**src/pkg/sdc_pkg.sv**
```systemverilog
/*
 * Shared constants and types for the synchronous-rectifier dead-time
 * compensation controller: register offsets, field positions, reset values
 * and the window state encoding.
 * Assumes a 32-bit APB register port and one system clock.
 */
package sdc_pkg;

	// ------------------------------------------------------------------
	// Timing
	// ------------------------------------------------------------------
	localparam int CLK_PERIOD_NS   = 100;
	localparam int TIMER_RES_NS    = 4;
	// The capture timer cannot tick faster than the clock; one count is
	// one clock at this rate, so resolution is coarser than the target.
	localparam int TICKS_PER_COUNT = (TIMER_RES_NS + CLK_PERIOD_NS - 1)
		/ CLK_PERIOD_NS;

	// ------------------------------------------------------------------
	// Register offsets
	// ------------------------------------------------------------------
	localparam logic [7:0] OFS_CTRL   = 8'h00;
	localparam logic [7:0] OFS_PERIOD = 8'h04;
	localparam logic [7:0] OFS_NOMON  = 8'h08;
	localparam logic [7:0] OFS_WINDOW = 8'h0C;
	localparam logic [7:0] OFS_MANUAL = 8'h10;
	localparam logic [7:0] OFS_CLAMP  = 8'h14;
	localparam logic [7:0] OFS_TARGET = 8'h18;
	localparam logic [7:0] OFS_FAULT  = 8'h1C;
	localparam logic [7:0] OFS_COUNT  = 8'h20;
	localparam logic [7:0] OFS_STATUS = 8'h24;
	localparam logic [7:0] OFS_MASK   = 8'h28;
	localparam logic [7:0] OFS_ACCUM  = 8'h2C;

	// ------------------------------------------------------------------
	// Field positions and widths
	// ------------------------------------------------------------------
	localparam int CTRL_EN     = 0;
	localparam int CTRL_AUTO   = 1;
	localparam int CTRL_SINGLE = 2;
	localparam int CTRL_TONOPT = 3;
	localparam int HI_LSB      = 16;
	localparam int B2_LSB      = 8;
	localparam int B3_LSB      = 16;
	localparam int CNT_W       = 7;
	localparam int NUM_CH      = 2;
	localparam int STAT_W      = 4;
	localparam int ST_FAULT    = 0;
	localparam int ST_STEP     = 2;

	localparam logic [CNT_W-1:0] CNT_MAX = 7'h7F;

	// ------------------------------------------------------------------
	// Reset values
	// ------------------------------------------------------------------
	localparam logic [15:0] RST_PERIOD = 16'h0064;
	localparam logic [15:0] RST_NOMON  = 16'h0028;
	localparam logic [15:0] RST_CLMIN  = 16'hFFE0;
	localparam logic [15:0] RST_CLMAX  = 16'h0008;

	// ------------------------------------------------------------------
	// Types
	// ------------------------------------------------------------------
	typedef struct packed {
		logic        enable;
		logic        auto_mode;
		logic        single_ch;
		logic        ton_opt;
		logic [15:0] period;
		logic [15:0] nominal_on;
		logic [7:0]  blank;
		logic [7:0]  window_length;
		logic [15:0] manual_offset;
		logic [15:0] clamp_min;
		logic [15:0] clamp_max;
		logic [7:0]  target;
		logic [7:0]  hyst;
		logic [7:0]  adj_step;
		logic [7:0]  fault_thr;
		logic [7:0]  fault_step_size;
		logic [7:0]  fault_num;
	} sdc_cfg_t;

	typedef enum logic [1:0] {
		WIN_IDLE,
		WIN_BLANK,
		WIN_MEAS,
		WIN_UPDATE
	} sdc_win_t;

endpackage

```
**src/hw/sdc_ctrl.sv**
```systemverilog
/*
 * Dead-time compensation controller for two synchronous-rectifier gates.
 * It generates the gate commands, measures body-diode conduction reported
 * by the driver after each turn-off, and moves the next turn-off edge.
 * Assumes the driver's conduction flags are asynchronous pins (active low
 * while conducting) and software programs it over APB on pclk.
 */
module sdc_ctrl
	import sdc_pkg::*;
#(
	parameter int N_CH = sdc_pkg::NUM_CH
)(
	input  wire logic              pclk,
	input  wire logic              presetn,
	input  wire logic              psel,
	input  wire logic              penable,
	input  wire logic              pwrite,
	input  wire logic [7:0]        paddr,
	input  wire logic [31:0]       pwdata,
	output logic                   pready,
	output logic [31:0]            prdata,
	output logic                   pslverr,
	input  wire logic [N_CH-1:0]   conduction_input,
	output logic [N_CH-1:0]        sr_gate,
	output logic                   turn_on_opt_en,
	output logic                   irq
);
	import sdc_pkg::*;

	// ------------------------------------------------------------------
	// Register port
	// ------------------------------------------------------------------
	sdc_cfg_t          cfg_ff;
	logic [STAT_W-1:0] status_ff;
	logic [STAT_W-1:0] mask_ff;
	logic              pready_ff;
	logic [31:0]       prdata_ff;
	logic              pslverr_ff;
	logic              acc_en;
	logic              rd_stat;
	logic              mapped;
	logic [31:0]       rd_mux;
	logic [STAT_W-1:0] ev_set;
	logic [CNT_W-1:0]  cnt_q [N_CH];
	logic [15:0]       acc_q [N_CH];

	// A setup cycle loads the read data, so the first access cycle
	// answers from flip-flops with one wait state never needed.
	assign acc_en  = psel & penable & pready_ff;
	assign rd_stat = acc_en & ~pwrite & (paddr == OFS_STATUS);
	assign pready  = pready_ff;
	assign prdata  = prdata_ff;
	assign pslverr = pslverr_ff;

	always_comb
	begin
		mapped = 1'b1;
		rd_mux = 32'h0000_0000;
		case (paddr)
			OFS_CTRL:   rd_mux = {28'h0, cfg_ff.ton_opt, cfg_ff.single_ch,
				cfg_ff.auto_mode, cfg_ff.enable};
			OFS_PERIOD: rd_mux = {16'h0000, cfg_ff.period};
			OFS_NOMON:  rd_mux = {16'h0000, cfg_ff.nominal_on};
			OFS_WINDOW: rd_mux = {16'h0000, cfg_ff.window_length,
				cfg_ff.blank};
			OFS_MANUAL: rd_mux = {16'h0000, cfg_ff.manual_offset};
			OFS_CLAMP:  rd_mux = {cfg_ff.clamp_max, cfg_ff.clamp_min};
			OFS_TARGET: rd_mux = {8'h00, cfg_ff.adj_step, cfg_ff.hyst,
				cfg_ff.target};
			OFS_FAULT:  rd_mux = {8'h00, cfg_ff.fault_num,
				cfg_ff.fault_step_size, cfg_ff.fault_thr};
			OFS_COUNT:  rd_mux = {9'h000, cnt_q[1], 9'h000, cnt_q[0]};
			OFS_STATUS: rd_mux = {28'h0, status_ff};
			OFS_MASK:   rd_mux = {28'h0, mask_ff};
			OFS_ACCUM:  rd_mux = {acc_q[1], acc_q[0]};
			default:    mapped = 1'b0;
		endcase
	end

	always_ff @(posedge pclk or negedge presetn)
	begin
		if (!presetn)
		begin
			pready_ff  <= 1'b0;
			prdata_ff  <= 32'h0000_0000;
			pslverr_ff <= 1'b0;
		end
		else
		begin
			pready_ff  <= psel & ~penable & ~pready_ff;
			if (psel & ~penable)
			begin
				prdata_ff  <= pwrite ? 32'h0000_0000 : rd_mux;
				pslverr_ff <= ~mapped;
			end
			else
				pslverr_ff <= 1'b0;
		end
	end

	always_ff @(posedge pclk or negedge presetn)
	begin
		if (!presetn)
		begin
			cfg_ff             <= '0;
			cfg_ff.period      <= RST_PERIOD;
			cfg_ff.nominal_on  <= RST_NOMON;
			cfg_ff.clamp_min   <= RST_CLMIN;
			cfg_ff.clamp_max   <= RST_CLMAX;
			mask_ff            <= '0;
		end
		else if (acc_en && pwrite)
		begin
			case (paddr)
				OFS_CTRL:
				begin
					cfg_ff.enable    <= pwdata[CTRL_EN];
					cfg_ff.auto_mode <= pwdata[CTRL_AUTO];
					cfg_ff.single_ch <= pwdata[CTRL_SINGLE];
					cfg_ff.ton_opt   <= pwdata[CTRL_TONOPT];
				end
				OFS_PERIOD: cfg_ff.period <= pwdata[15:0];
				OFS_NOMON:  cfg_ff.nominal_on <= pwdata[15:0];
				OFS_WINDOW:
				begin
					cfg_ff.blank         <= pwdata[7:0];
					cfg_ff.window_length <= pwdata[B2_LSB +: 8];
				end
				OFS_MANUAL: cfg_ff.manual_offset <= pwdata[15:0];
				OFS_CLAMP:
				begin
					cfg_ff.clamp_min <= pwdata[15:0];
					cfg_ff.clamp_max <= pwdata[HI_LSB +: 16];
				end
				OFS_TARGET:
				begin
					cfg_ff.target   <= pwdata[7:0];
					cfg_ff.hyst     <= pwdata[B2_LSB +: 8];
					cfg_ff.adj_step <= pwdata[B3_LSB +: 8];
				end
				OFS_FAULT:
				begin
					cfg_ff.fault_thr       <= pwdata[7:0];
					cfg_ff.fault_step_size <= pwdata[B2_LSB +: 8];
					cfg_ff.fault_num       <= pwdata[B3_LSB +: 8];
				end
				OFS_MASK: mask_ff <= pwdata[STAT_W-1:0];
				default: ;
			endcase
		end
	end

	// ------------------------------------------------------------------
	// Interrupt status
	// ------------------------------------------------------------------
	// Only the bits already reported in the setup cycle are cleared, so an
	// event that lands between setup and access is not lost.
	always_ff @(posedge pclk or negedge presetn)
	begin
		if (!presetn)
			status_ff <= '0;
		else
			status_ff <= (rd_stat ? status_ff & ~prdata_ff[STAT_W-1:0]
				: status_ff) | ev_set;
	end

	assign irq            = |(status_ff & mask_ff);
	assign turn_on_opt_en = cfg_ff.ton_opt;

	// ------------------------------------------------------------------
	// Switching period
	// ------------------------------------------------------------------
	logic [15:0] phase_ff;
	logic [15:0] half;
	logic [15:0] limit;

	assign half  = cfg_ff.period >> 1;
	assign limit = cfg_ff.single_ch ? cfg_ff.period : half;

	always_ff @(posedge pclk or negedge presetn)
	begin
		if (!presetn)
			phase_ff <= '0;
		else if (phase_ff + 16'h0001 >= cfg_ff.period)
			phase_ff <= '0;
		else
			phase_ff <= phase_ff + 16'h0001;
	end

	// ------------------------------------------------------------------
	// Per-channel gate, window and accumulator
	// ------------------------------------------------------------------
	for (genvar g = 0; g < N_CH; g++)
	begin : g_ch
		logic [1:0]       sync_ff;
		logic             gate_ff;
		sdc_win_t         st_ff;
		logic [7:0]       tim_ff;
		logic [CNT_W-1:0] meas_ff;
		logic [CNT_W-1:0] cnt_ff;
		logic [7:0]       fcnt_ff;
		logic signed [15:0] acc_ff;
		logic signed [15:0] nxt_acc;
		logic signed [17:0] edge_raw;
		logic [15:0]      edge_pos;
		logic [15:0]      start;
		logic [15:0]      rel;
		logic             active;
		logic             nxt_gate;
		logic             is_fault;
		logic             do_step;
		logic [8:0]       hi_band;
		logic [8:0]       lo_band;

		// Flag arrives from the driver's comparator off-chip.
		always_ff @(posedge pclk or negedge presetn)
		begin
			if (!presetn)
				sync_ff <= 2'b11;
			else
				sync_ff <= {sync_ff[0], conduction_input[g]};
		end

		assign start  = (g == 0) ? 16'h0000 : half;
		assign active = (g == 0) || !cfg_ff.single_ch;
		assign rel    = phase_ff - start;

		// Offset is clamped again against the half or whole period.
		always_comb
		begin
			edge_raw = $signed({2'b00, cfg_ff.nominal_on})
				+ (cfg_ff.enable ? 18'(acc_ff) : 18'sh0);
			if (edge_raw < 0)
				edge_pos = 16'h0000;
			else if (edge_raw > $signed({2'b00, limit}))
				edge_pos = limit;
			else
				edge_pos = edge_raw[15:0];
			nxt_gate = active && phase_ff >= start && rel < limit
				&& rel < edge_pos;
		end

		always_ff @(posedge pclk or negedge presetn)
		begin
			if (!presetn)
				gate_ff <= 1'b0;
			else
				gate_ff <= nxt_gate;
		end
		assign sr_gate[g] = gate_ff;

		// Window opens on the gate command falling edge.
		always_ff @(posedge pclk or negedge presetn)
		begin
			if (!presetn)
			begin
				st_ff   <= WIN_IDLE;
				tim_ff  <= '0;
				meas_ff <= '0;
			end
			else
			begin
				case (st_ff)
					WIN_IDLE:
						if (gate_ff && !nxt_gate && cfg_ff.enable)
						begin
							st_ff   <= WIN_BLANK;
							tim_ff  <= '0;
							meas_ff <= '0;
						end
					WIN_BLANK:
						if (tim_ff >= cfg_ff.blank)
						begin
							st_ff  <= WIN_MEAS;
							tim_ff <= '0;
						end
						else
							tim_ff <= tim_ff + 8'h01;
					WIN_MEAS:
					begin
						// TICKS_PER_COUNT counts per conducting clock, saturating.
						if (!sync_ff[1] && meas_ff != CNT_MAX)
							meas_ff <= meas_ff + 7'(TICKS_PER_COUNT);
						if (tim_ff + 8'h01 >= cfg_ff.window_length)
							st_ff <= WIN_UPDATE;
						tim_ff <= tim_ff + 8'h01;
					end
					WIN_UPDATE: st_ff <= WIN_IDLE;
					default:    st_ff <= WIN_IDLE;
				endcase
			end
		end

		assign is_fault = {1'b0, meas_ff} < cfg_ff.fault_thr;
		assign do_step  = is_fault
			&& (fcnt_ff + 8'h01 >= cfg_ff.fault_num);
		assign hi_band  = 9'(cfg_ff.target) + 9'(cfg_ff.hyst);
		assign lo_band  = 9'(cfg_ff.target) - 9'(cfg_ff.hyst);

		always_comb
		begin
			nxt_acc = acc_ff;
			if (!cfg_ff.auto_mode)
				nxt_acc = $signed(cfg_ff.manual_offset);
			else if (do_step)
				nxt_acc = acc_ff
					- $signed({8'h00, cfg_ff.fault_step_size});
			else if (9'(meas_ff) > hi_band)
				nxt_acc = acc_ff + $signed({8'h00, cfg_ff.adj_step});
			else if ($signed({1'b0, 9'(meas_ff)}) < $signed({1'b0, lo_band})
				&& cfg_ff.target >= cfg_ff.hyst)
				nxt_acc = acc_ff - $signed({8'h00, cfg_ff.adj_step});
			// Inside the band the edge is left alone.
			if (nxt_acc > $signed(cfg_ff.clamp_max))
				nxt_acc = $signed(cfg_ff.clamp_max);
			if (nxt_acc < $signed(cfg_ff.clamp_min))
				nxt_acc = $signed(cfg_ff.clamp_min);
		end

		always_ff @(posedge pclk or negedge presetn)
		begin
			if (!presetn)
			begin
				acc_ff  <= '0;
				cnt_ff  <= '0;
				fcnt_ff <= '0;
			end
			else if (!cfg_ff.enable)
			begin
				acc_ff  <= '0;
				fcnt_ff <= '0;
			end
			else if (st_ff == WIN_UPDATE)
			begin
				cnt_ff <= meas_ff;
				acc_ff <= nxt_acc;
				if (!is_fault || do_step)
					fcnt_ff <= '0;
				else
					fcnt_ff <= fcnt_ff + 8'h01;
			end
		end

		assign cnt_q[g] = cnt_ff;
		assign acc_q[g] = acc_ff;
		assign ev_set[ST_FAULT + g] = (st_ff == WIN_UPDATE) && is_fault
			&& cfg_ff.enable;
		assign ev_set[ST_STEP + g]  = (st_ff == WIN_UPDATE) && do_step
			&& cfg_ff.enable && cfg_ff.auto_mode;
	end

endmodule

```
**config.mk**
```make
export PLATFORM = sky130hd
export DESIGN_NAME = sdc_ctrl
export DESIGN_NICKNAME = d
export VERILOG_FILES = /design/src/pkg/sdc_pkg.sv /design/src/hw/sdc_ctrl.sv
export SDC_FILE = /design/constraint.sdc
export NUM_CORES = 1
export LEC_CHECK = 0
export BUFFER_PORTS_ARGS = -buffer_cell sky130_fd_sc_hd__buf_2
export CORE_ASPECT_RATIO = 1.25
export CORE_UTILIZATION = 60
export DETAILED_ROUTE_END_ITERATION = 6
export GPL_ROUTABILITY_DRIVEN = 1
export PLACE_DENSITY = 0.77
export REMOVE_ABC_BUFFERS = 1
export SKIP_LAST_GASP = 1
export SLEW_MARGIN = 5
export SYNTH_ARGS = -nofsm -noshare
export SYNTH_HDL_FRONTEND = slang
export SYNTH_SLANG_ARGS = --single-unit
```
**constraint.sdc**
```tcl
create_clock -name pclk -period 12.8 [get_ports pclk]
set_clock_uncertainty 0.15 [all_clocks]
set_input_delay 2.56 -clock pclk [delete_from_list [all_inputs] [get_ports pclk]]
set_output_delay 2.56 -clock pclk [all_outputs]
set_load 0.05 [all_outputs]
```
==> results of run 1 <==
metrics by stage:
stage | area, um^2 | hold slack [ns] | cells | util | total power (W)
finish | 29800 | 0.207 | 3698 | 0.659 | 0.00325
global route | 29800 | 0.213 | 3696 | 0.659 | 0.00338
CTS | 29700 | 0.208 | 3696 | 0.659 | 0.00323
detailed placement | 28500 | 0.200 | 3628 | 0.630 | 0.00211
global placement | 28500 | 0.199 | 3628 | 0.630 | 0.00208
floorplan | 27000 | 0.195 | 2935 | - | 0.00175
layout by cell type, fill, tap and decap left out, types with 22 or more instances in the layout:
| master | Yosys | final |
|---|---|---|
| a221o_1 | 22 | 22 |
| inv_1 | 209 | 209 |
| buf_2 | 3 | 83 |
| buf_4 | 7 | 31 |
| mux2_2 | 162 | 162 |
| nor2b_1 | 70 | 68 |
| a22o_1 | 25 | 25 |
| a221oi_1 | 25 | 25 |
| nand2b_1 | 50 | 49 |
| xnor2_1 | 68 | 68 |
| mux2i_1 | 38 | 38 |
| nand4_1 | 41 | 41 |
| xor2_1 | 34 | 34 |
| nor3_1 | 58 | 58 |
| a21o_1 | 126 | 126 |
| nand2_1 | 235 | 235 |
| clkbuf_16 | 0 | 37 |
| dfrtp_1 | 287 | 286 |
| a21oi_1 | 156 | 156 |
| a31oi_1 | 26 | 26 |
| nand3_1 | 70 | 70 |
| ha_1 | 376 | 376 |
| nor2_1 | 145 | 139 |
| o211ai_1 | 51 | 51 |
| o21ai_0 | 163 | 162 |
| and3_1 | 46 | 46 |
| and2_1 | 42 | 42 |
| o21a_1 | 32 | 32 |
| a22oi_1 | 52 | 52 |
cells by family after synthesis:
logic type                 share of synthesized area
xor gates and xnor gates                      0.0325
buffers and inverters                         0.0461
DFF                                            0.281
muxes                                         0.0801
and+or+nand+nor                                0.152
adders and majority gates                      0.180
AOI/OAI and AO/OA                              0.229
worst paths after layout:
check / slack [ns] / start / endpoint
worst max-delay path: 2.78 / cfg_ff[32] / g_ch[0].acc_ff[1]
worst max register to register: 2.78 / cfg_ff[32] / g_ch[0].acc_ff[1]
max in group asynchronous: 8.37 / presetn / g_ch[1].fcnt_ff[2]
worst min register to register: 0.21 / g_ch[0].sync_ff[0] / g_ch[0].sync_ff[1]
min in group asynchronous: 1.84 / presetn / phase_ff[11]
worst min-delay path: 0.21 / g_ch[0].sync_ff[0] / g_ch[0].sync_ff[1]
power by group:
group	switching (W)	leakage, nW	internal [W]
clock network	0.000487	0.607	0.000629
logic	0.000727	9.59	0.000372
registers	0.0000370	4.21	0.000999
flip-flops by register name, summed over array words and instances, names as in the netlist:
name	count
pready	1
turn_on_opt_en	1
g_ch.tim_ff	16
g_ch.meas_ff	14
pslverr	1
g_ch.fcnt_ff	16
g_ch.sync_ff	4
mask_ff	4
g_ch.st_ff	4
phase_ff	16
g_ch.acc_ff	32
g_ch.cnt_ff	14
status_ff	4
cfg_ff	147
prdata	32
g_ch.gate_ff	2
layout make-up:
| type | count | area, um^2 | share of cell area |
|---|---|---|---|
| Antenna cell | 2 | 5.00 | 0.000168 |
| Clock buffer | 52 | 1050 | 0.0354 |
| Tap cell | 578 | 723 | 0.0243 |
| Clock inverter | 16 | 230 | 0.00774 |
| Multi-Input combinational cell | 2418 | 18600 | 0.624 |
| Inverter | 209 | 785 | 0.0264 |
| Timing Repair Buffer | 115 | 663 | 0.0223 |
| Sequential cell | 308 | 7730 | 0.260 |
metal layers:
metal,up-vias,track usage
met1,12479,0.521
li1,11403,-
met2,1192,0.668
met5,-,0
met4,0,0.250
met3,333,0.0781
==> impl_metrics.env, run 1 <==
export IMPL_outcome="finished, final reports clean"
export IMPL_holdPathStages=0
export IMPL_core_um2=45200
export IMPL_cp_num_buf_inv=1
export IMPL_dpl_worst_slack_ns=3.10
export IMPL_fp_dieArea_um2=46700
export IMPL_cp_required_ns=13.13
export IMPL_hold_viol=0
export IMPL_power_leakage_nw=14.4
export IMPL_first_pass_iters=6
export IMPL_cp_depth=38
export IMPL_critical_path_top_delay_family="compound AO/OA/AOI/OAI gates"
export IMPL_syn_inst=3054
export IMPL_path_common_cell="o21a_1"
export IMPL_clock_sinks=308
export IMPL_worst_r2r_cell_count=38
export IMPL_cts_resized_gates=0
export IMPL_io_buffers=84
export IMPL_cts_buffers=37
export IMPL_antenna_found_initial=2
export IMPL_finalCritPeriodShare=0.783
export IMPL_nets=3523
export IMPL_wl_um=97600
export IMPL_path_max_fanout=29
export IMPL_dr_first_iter_drc_count=2404
export IMPL_wl_met3_um=8140
export IMPL_synth_top_area_share=0.261
export IMPL_max_freq_mhz=99.8
export IMPL_holdBufCountCts=0
export IMPL_hold_class="flop to flop"
export IMPL_gp_congestion=1.02
export IMPL_initial_core_util=0.609
export IMPL_viasPerCell=6.87
export IMPL_startpoint_type="flop"
export IMPL_grt_total_usage=0.415
export IMPL_min_period_ns=10.02
export IMPL_h_tree_depth=2
export IMPL_relSlewSlack=0.169
export IMPL_highest_layer="met4"
export IMPL_yosysSeqAreaShare=0.281
export IMPL_crit_path_max_incr_delay_ns=0.83
export IMPL_syn_to_final_growth_pct=8.11
export IMPL_drive_gt1_frac=0.132
export IMPL_setup_ws_ns=2.78
export IMPL_synth_warnings=0
export IMPL_finalSetupTns_ns=0
export IMPL_synth_seq_cells=308
export IMPL_endpoint_kind="flop"
export IMPL_clockBufferDepth=3
export IMPL_die_w_um=194
export IMPL_rows=87
export IMPL_ys_types=94
export IMPL_synth_common_cells="ha_1 (376), dfrtp_1 (287), nand2_1 (235)"
export IMPL_grt_overflow_total=0
export IMPL_yosysMostFrequentCell="ha_1"
export IMPL_cts_setup_buffers=0
export IMPL_met2WireLength_um=44100
export IMPL_cap_viol_max_count=0
export IMPL_cp_arrival_ns=10.36
export IMPL_fillers=3726
export IMPL_synth_edf_count=0
export IMPL_boundaryPins=85
export IMPL_vias=25407
export IMPL_clk_transition_reported_paths_ns=0.07
export IMPL_critPathKind="flop to flop"
export IMPL_final_max_slew_violation_count=0
export IMPL_wl_met1_um=39000
export IMPL_route_detailed_drc=0
export IMPL_synth_async_reset_ratio=1.00
export IMPL_grt_max_degree=124
export IMPL_wl_per_cell_um=26.4
export IMPL_synth_main_ff_cell="dfrtp_1"
export IMPL_chipHeight_um=241
export IMPL_grt_pass1_wl_um=148000
export IMPL_setup_viol=0
export IMPL_crit_slowest_cell="a21o_1"
export IMPL_clock_latency_ns=0.60
export IMPL_avgSynthCellArea_um2=9.01
export IMPL_netlist_area_um2=27500
export IMPL_tightest_slew_ns=1.23
export IMPL_first_global_vias=24836
export IMPL_pwr_density_cell_nw_per_um2=109
export IMPL_ant_nets=0
export IMPL_grt_setup_unrepaired="false"
export IMPL_synth_area_top_cells="dfrtp_1 (26%), ha_1 (17%), mux2_2 (6.6%)"
export IMPL_cts_tree="done"
export IMPL_cts_root_buf="clkbuf_16"
export IMPL_yosysTopAreaCell="dfrtp_1"
export IMPL_hpwl_um=75200
export IMPL_ir_drop_mv=0.172
(Power assumes the default switching activity.)
==> run 2: changes to the inputs <==
- clock period: 12.8 -> 9.4 ns (I/O delays scaled with it)
==> impl_metrics.env, run 2 (synthesis results as in run 1) <==
export IMPL_outcome="finished, final reports clean"
export IMPL_io_buffers=84
export IMPL_cap_viol_max_count=0
export IMPL_grt_pass1_wl_um=146000
export IMPL_relSlewSlack=0.147
export IMPL_min_period_ns=8.89
export IMPL_layout_commonest_cell="ha_1"
export IMPL_h_tree_depth=2
export IMPL_gp_congestion=1.01
export IMPL_route_detailed_drc=0
export IMPL_drive_gt1_frac=0.137
export IMPL_first_pass_iters=6
export IMPL_crit_slowest_cell="a31oi_1"
export IMPL_crit_path_max_incr_delay_ns=0.94
export IMPL_rows=87
export IMPL_clock_latency_ns=0.58
export IMPL_power_leakage_nw=14.5
export IMPL_antenna_found_initial=0
export IMPL_syn_to_final_growth_pct=8.22
export IMPL_core_um2=45200
export IMPL_cts_buffers=35
export IMPL_ir_drop_mv=0.228
export IMPL_largest_reg_flops=147
export IMPL_p_int_w=0.00270
export IMPL_finalCritPeriodShare=0.946
export IMPL_clk_transition_reported_paths_ns=0.06
export IMPL_regMostFlops="cfg_ff"
export IMPL_grt_total_usage=0.411
export IMPL_first_global_vias=24573
export IMPL_ant_nets=0
export IMPL_path_max_fanout=30
export IMPL_wl_um=96300
export IMPL_cts_tree="done"
export IMPL_cts_setup_buffers=0
export IMPL_clockBufferDepth=3
export IMPL_p_comb_frac=0.352
export IMPL_multiInputGateArea_um2=18600
export IMPL_boundaryPins=85
export IMPL_finalPower_w=0.00437
export IMPL_critPathKind="flop to flop"
export IMPL_critical_path_top_delay_family="compound AO/OA/AOI/OAI gates"
export IMPL_setup_viol=0
export IMPL_fillers=3747
export IMPL_hold_class="flop to flop"
export IMPL_die_w_um=194
export IMPL_startpoint_type="flop"
export IMPL_endpoint_kind="flop"
export IMPL_seqPwrFrac=0.323
export IMPL_switchingPower_w=0.00167
export IMPL_grt_max_degree=106
export IMPL_cp_required_ns=9.75
export IMPL_chipHeight_um=241
export IMPL_clock_sinks=308
export IMPL_cp_num_buf_inv=0
export IMPL_grt_overflow_total=0
export IMPL_initial_core_util=0.609
export IMPL_final_max_slew_violation_count=0
export IMPL_dr_first_iter_drc_count=2242
export IMPL_cp_arrival_ns=9.24
export IMPL_fp_dieArea_um2=46700
export IMPL_viasPerCell=6.81
export IMPL_tightest_slew_ns=1.27
export IMPL_path_common_cell="a21o_1"
export IMPL_hold_viol=0
export IMPL_final_seq_area_um2=7740
export IMPL_layout_common_cells="ha_1 (376), dfrtp_1 (285), nand2_1 (235)"
export IMPL_vias=25243
export IMPL_clkPwrFrac=0.325
export IMPL_cts_root_buf="clkbuf_16"
export IMPL_nets=3537
export IMPL_wl_per_cell_um=26.0
export IMPL_pwr_density_cell_nw_per_um2=147
export IMPL_hpwl_um=74500
export IMPL_fin_util=0.659
export IMPL_max_freq_mhz=112
export IMPL_switching_share=0.383
export IMPL_n_antenna_cell=0
==> run 2: final cells by class <==
class                   count  share of cell area
multi-input cells        2418               0.624
flip-flops and latches    308               0.260
clock buffers              46              0.0328
repair buffers            131              0.0264
inverters                 209              0.0263
well taps                 578              0.0243
clock inverters            17             0.00634
==> run 2: worst paths after layout <==
| check | slack, ns | cells past startpoint | endpoint | startpoint |
|---|---|---|---|---|
| worst min-delay path | 0.21 | 0 | g_ch[0].sync_ff[1] | g_ch[0].sync_ff[0] |
| worst min register to register | 0.21 | 0 | g_ch[0].sync_ff[1] | g_ch[0].sync_ff[0] |
| worst max-delay path | 0.51 | 33 | g_ch[1].meas_ff[5] | cfg_ff[147] |
| worst max register to register | 0.51 | 33 | g_ch[1].meas_ff[5] | cfg_ff[147] |
| max in group asynchronous | 6.38 | 2 | cfg_ff[146] | presetn |
| min in group asynchronous | 1.14 | 1 | phase_ff[12] | presetn |
==> run 2: timing repair <==
item                       CTS  global route
setup endpoints to repair    0            52
gates resized for setup      0            11
hold buffers                 0             0
==> run 2: stage by stage <==
stage / instance area, um^2 / TNS [ns] / instances / setup WS, ns / hold slack, ns
finish: 29800 / 0 / 3707 / 0.510 / 0.211
CTS: 29700 / 0 / 3707 / 0.247 / 0.212
detailed placement: 28600 / 0 / 3644 / 0.305 / 0.203
global route: 29800 / -0.00476 / 3707 / -0.00476 / 0.216
global placement: 28600 / 0 / 3644 / 0.470 / 0.200
floorplan: 27000 / 0 / 2935 / 0.216 / 0.195
==> run 2: metal layers <==
metal | vias up | wire [um] | share of wire | GRT usage
li1 | 11455 | - | - | -
met4 | 0 | 6060 | 0.063 | 0.237
met2 | 1233 | 43400 | 0.45 | 0.669
met1 | 12254 | 38400 | 0.40 | 0.516
met5 | - | 0 | 0 | 0
met3 | 301 | 8450 | 0.088 | 0.0736
==> run 2: power groups by stage <==
stage	registers [W]	logic [W]	clock network, W
finish	0.00141	0.00154	0.00142
global route	0.00141	0.00167	0.00148
CTS	0.00141	0.00150	0.00143
detailed placement	0.00143	0.00149	0
global placement	0.00143	0.00146	0
floorplan	0.00142	0.000959	0
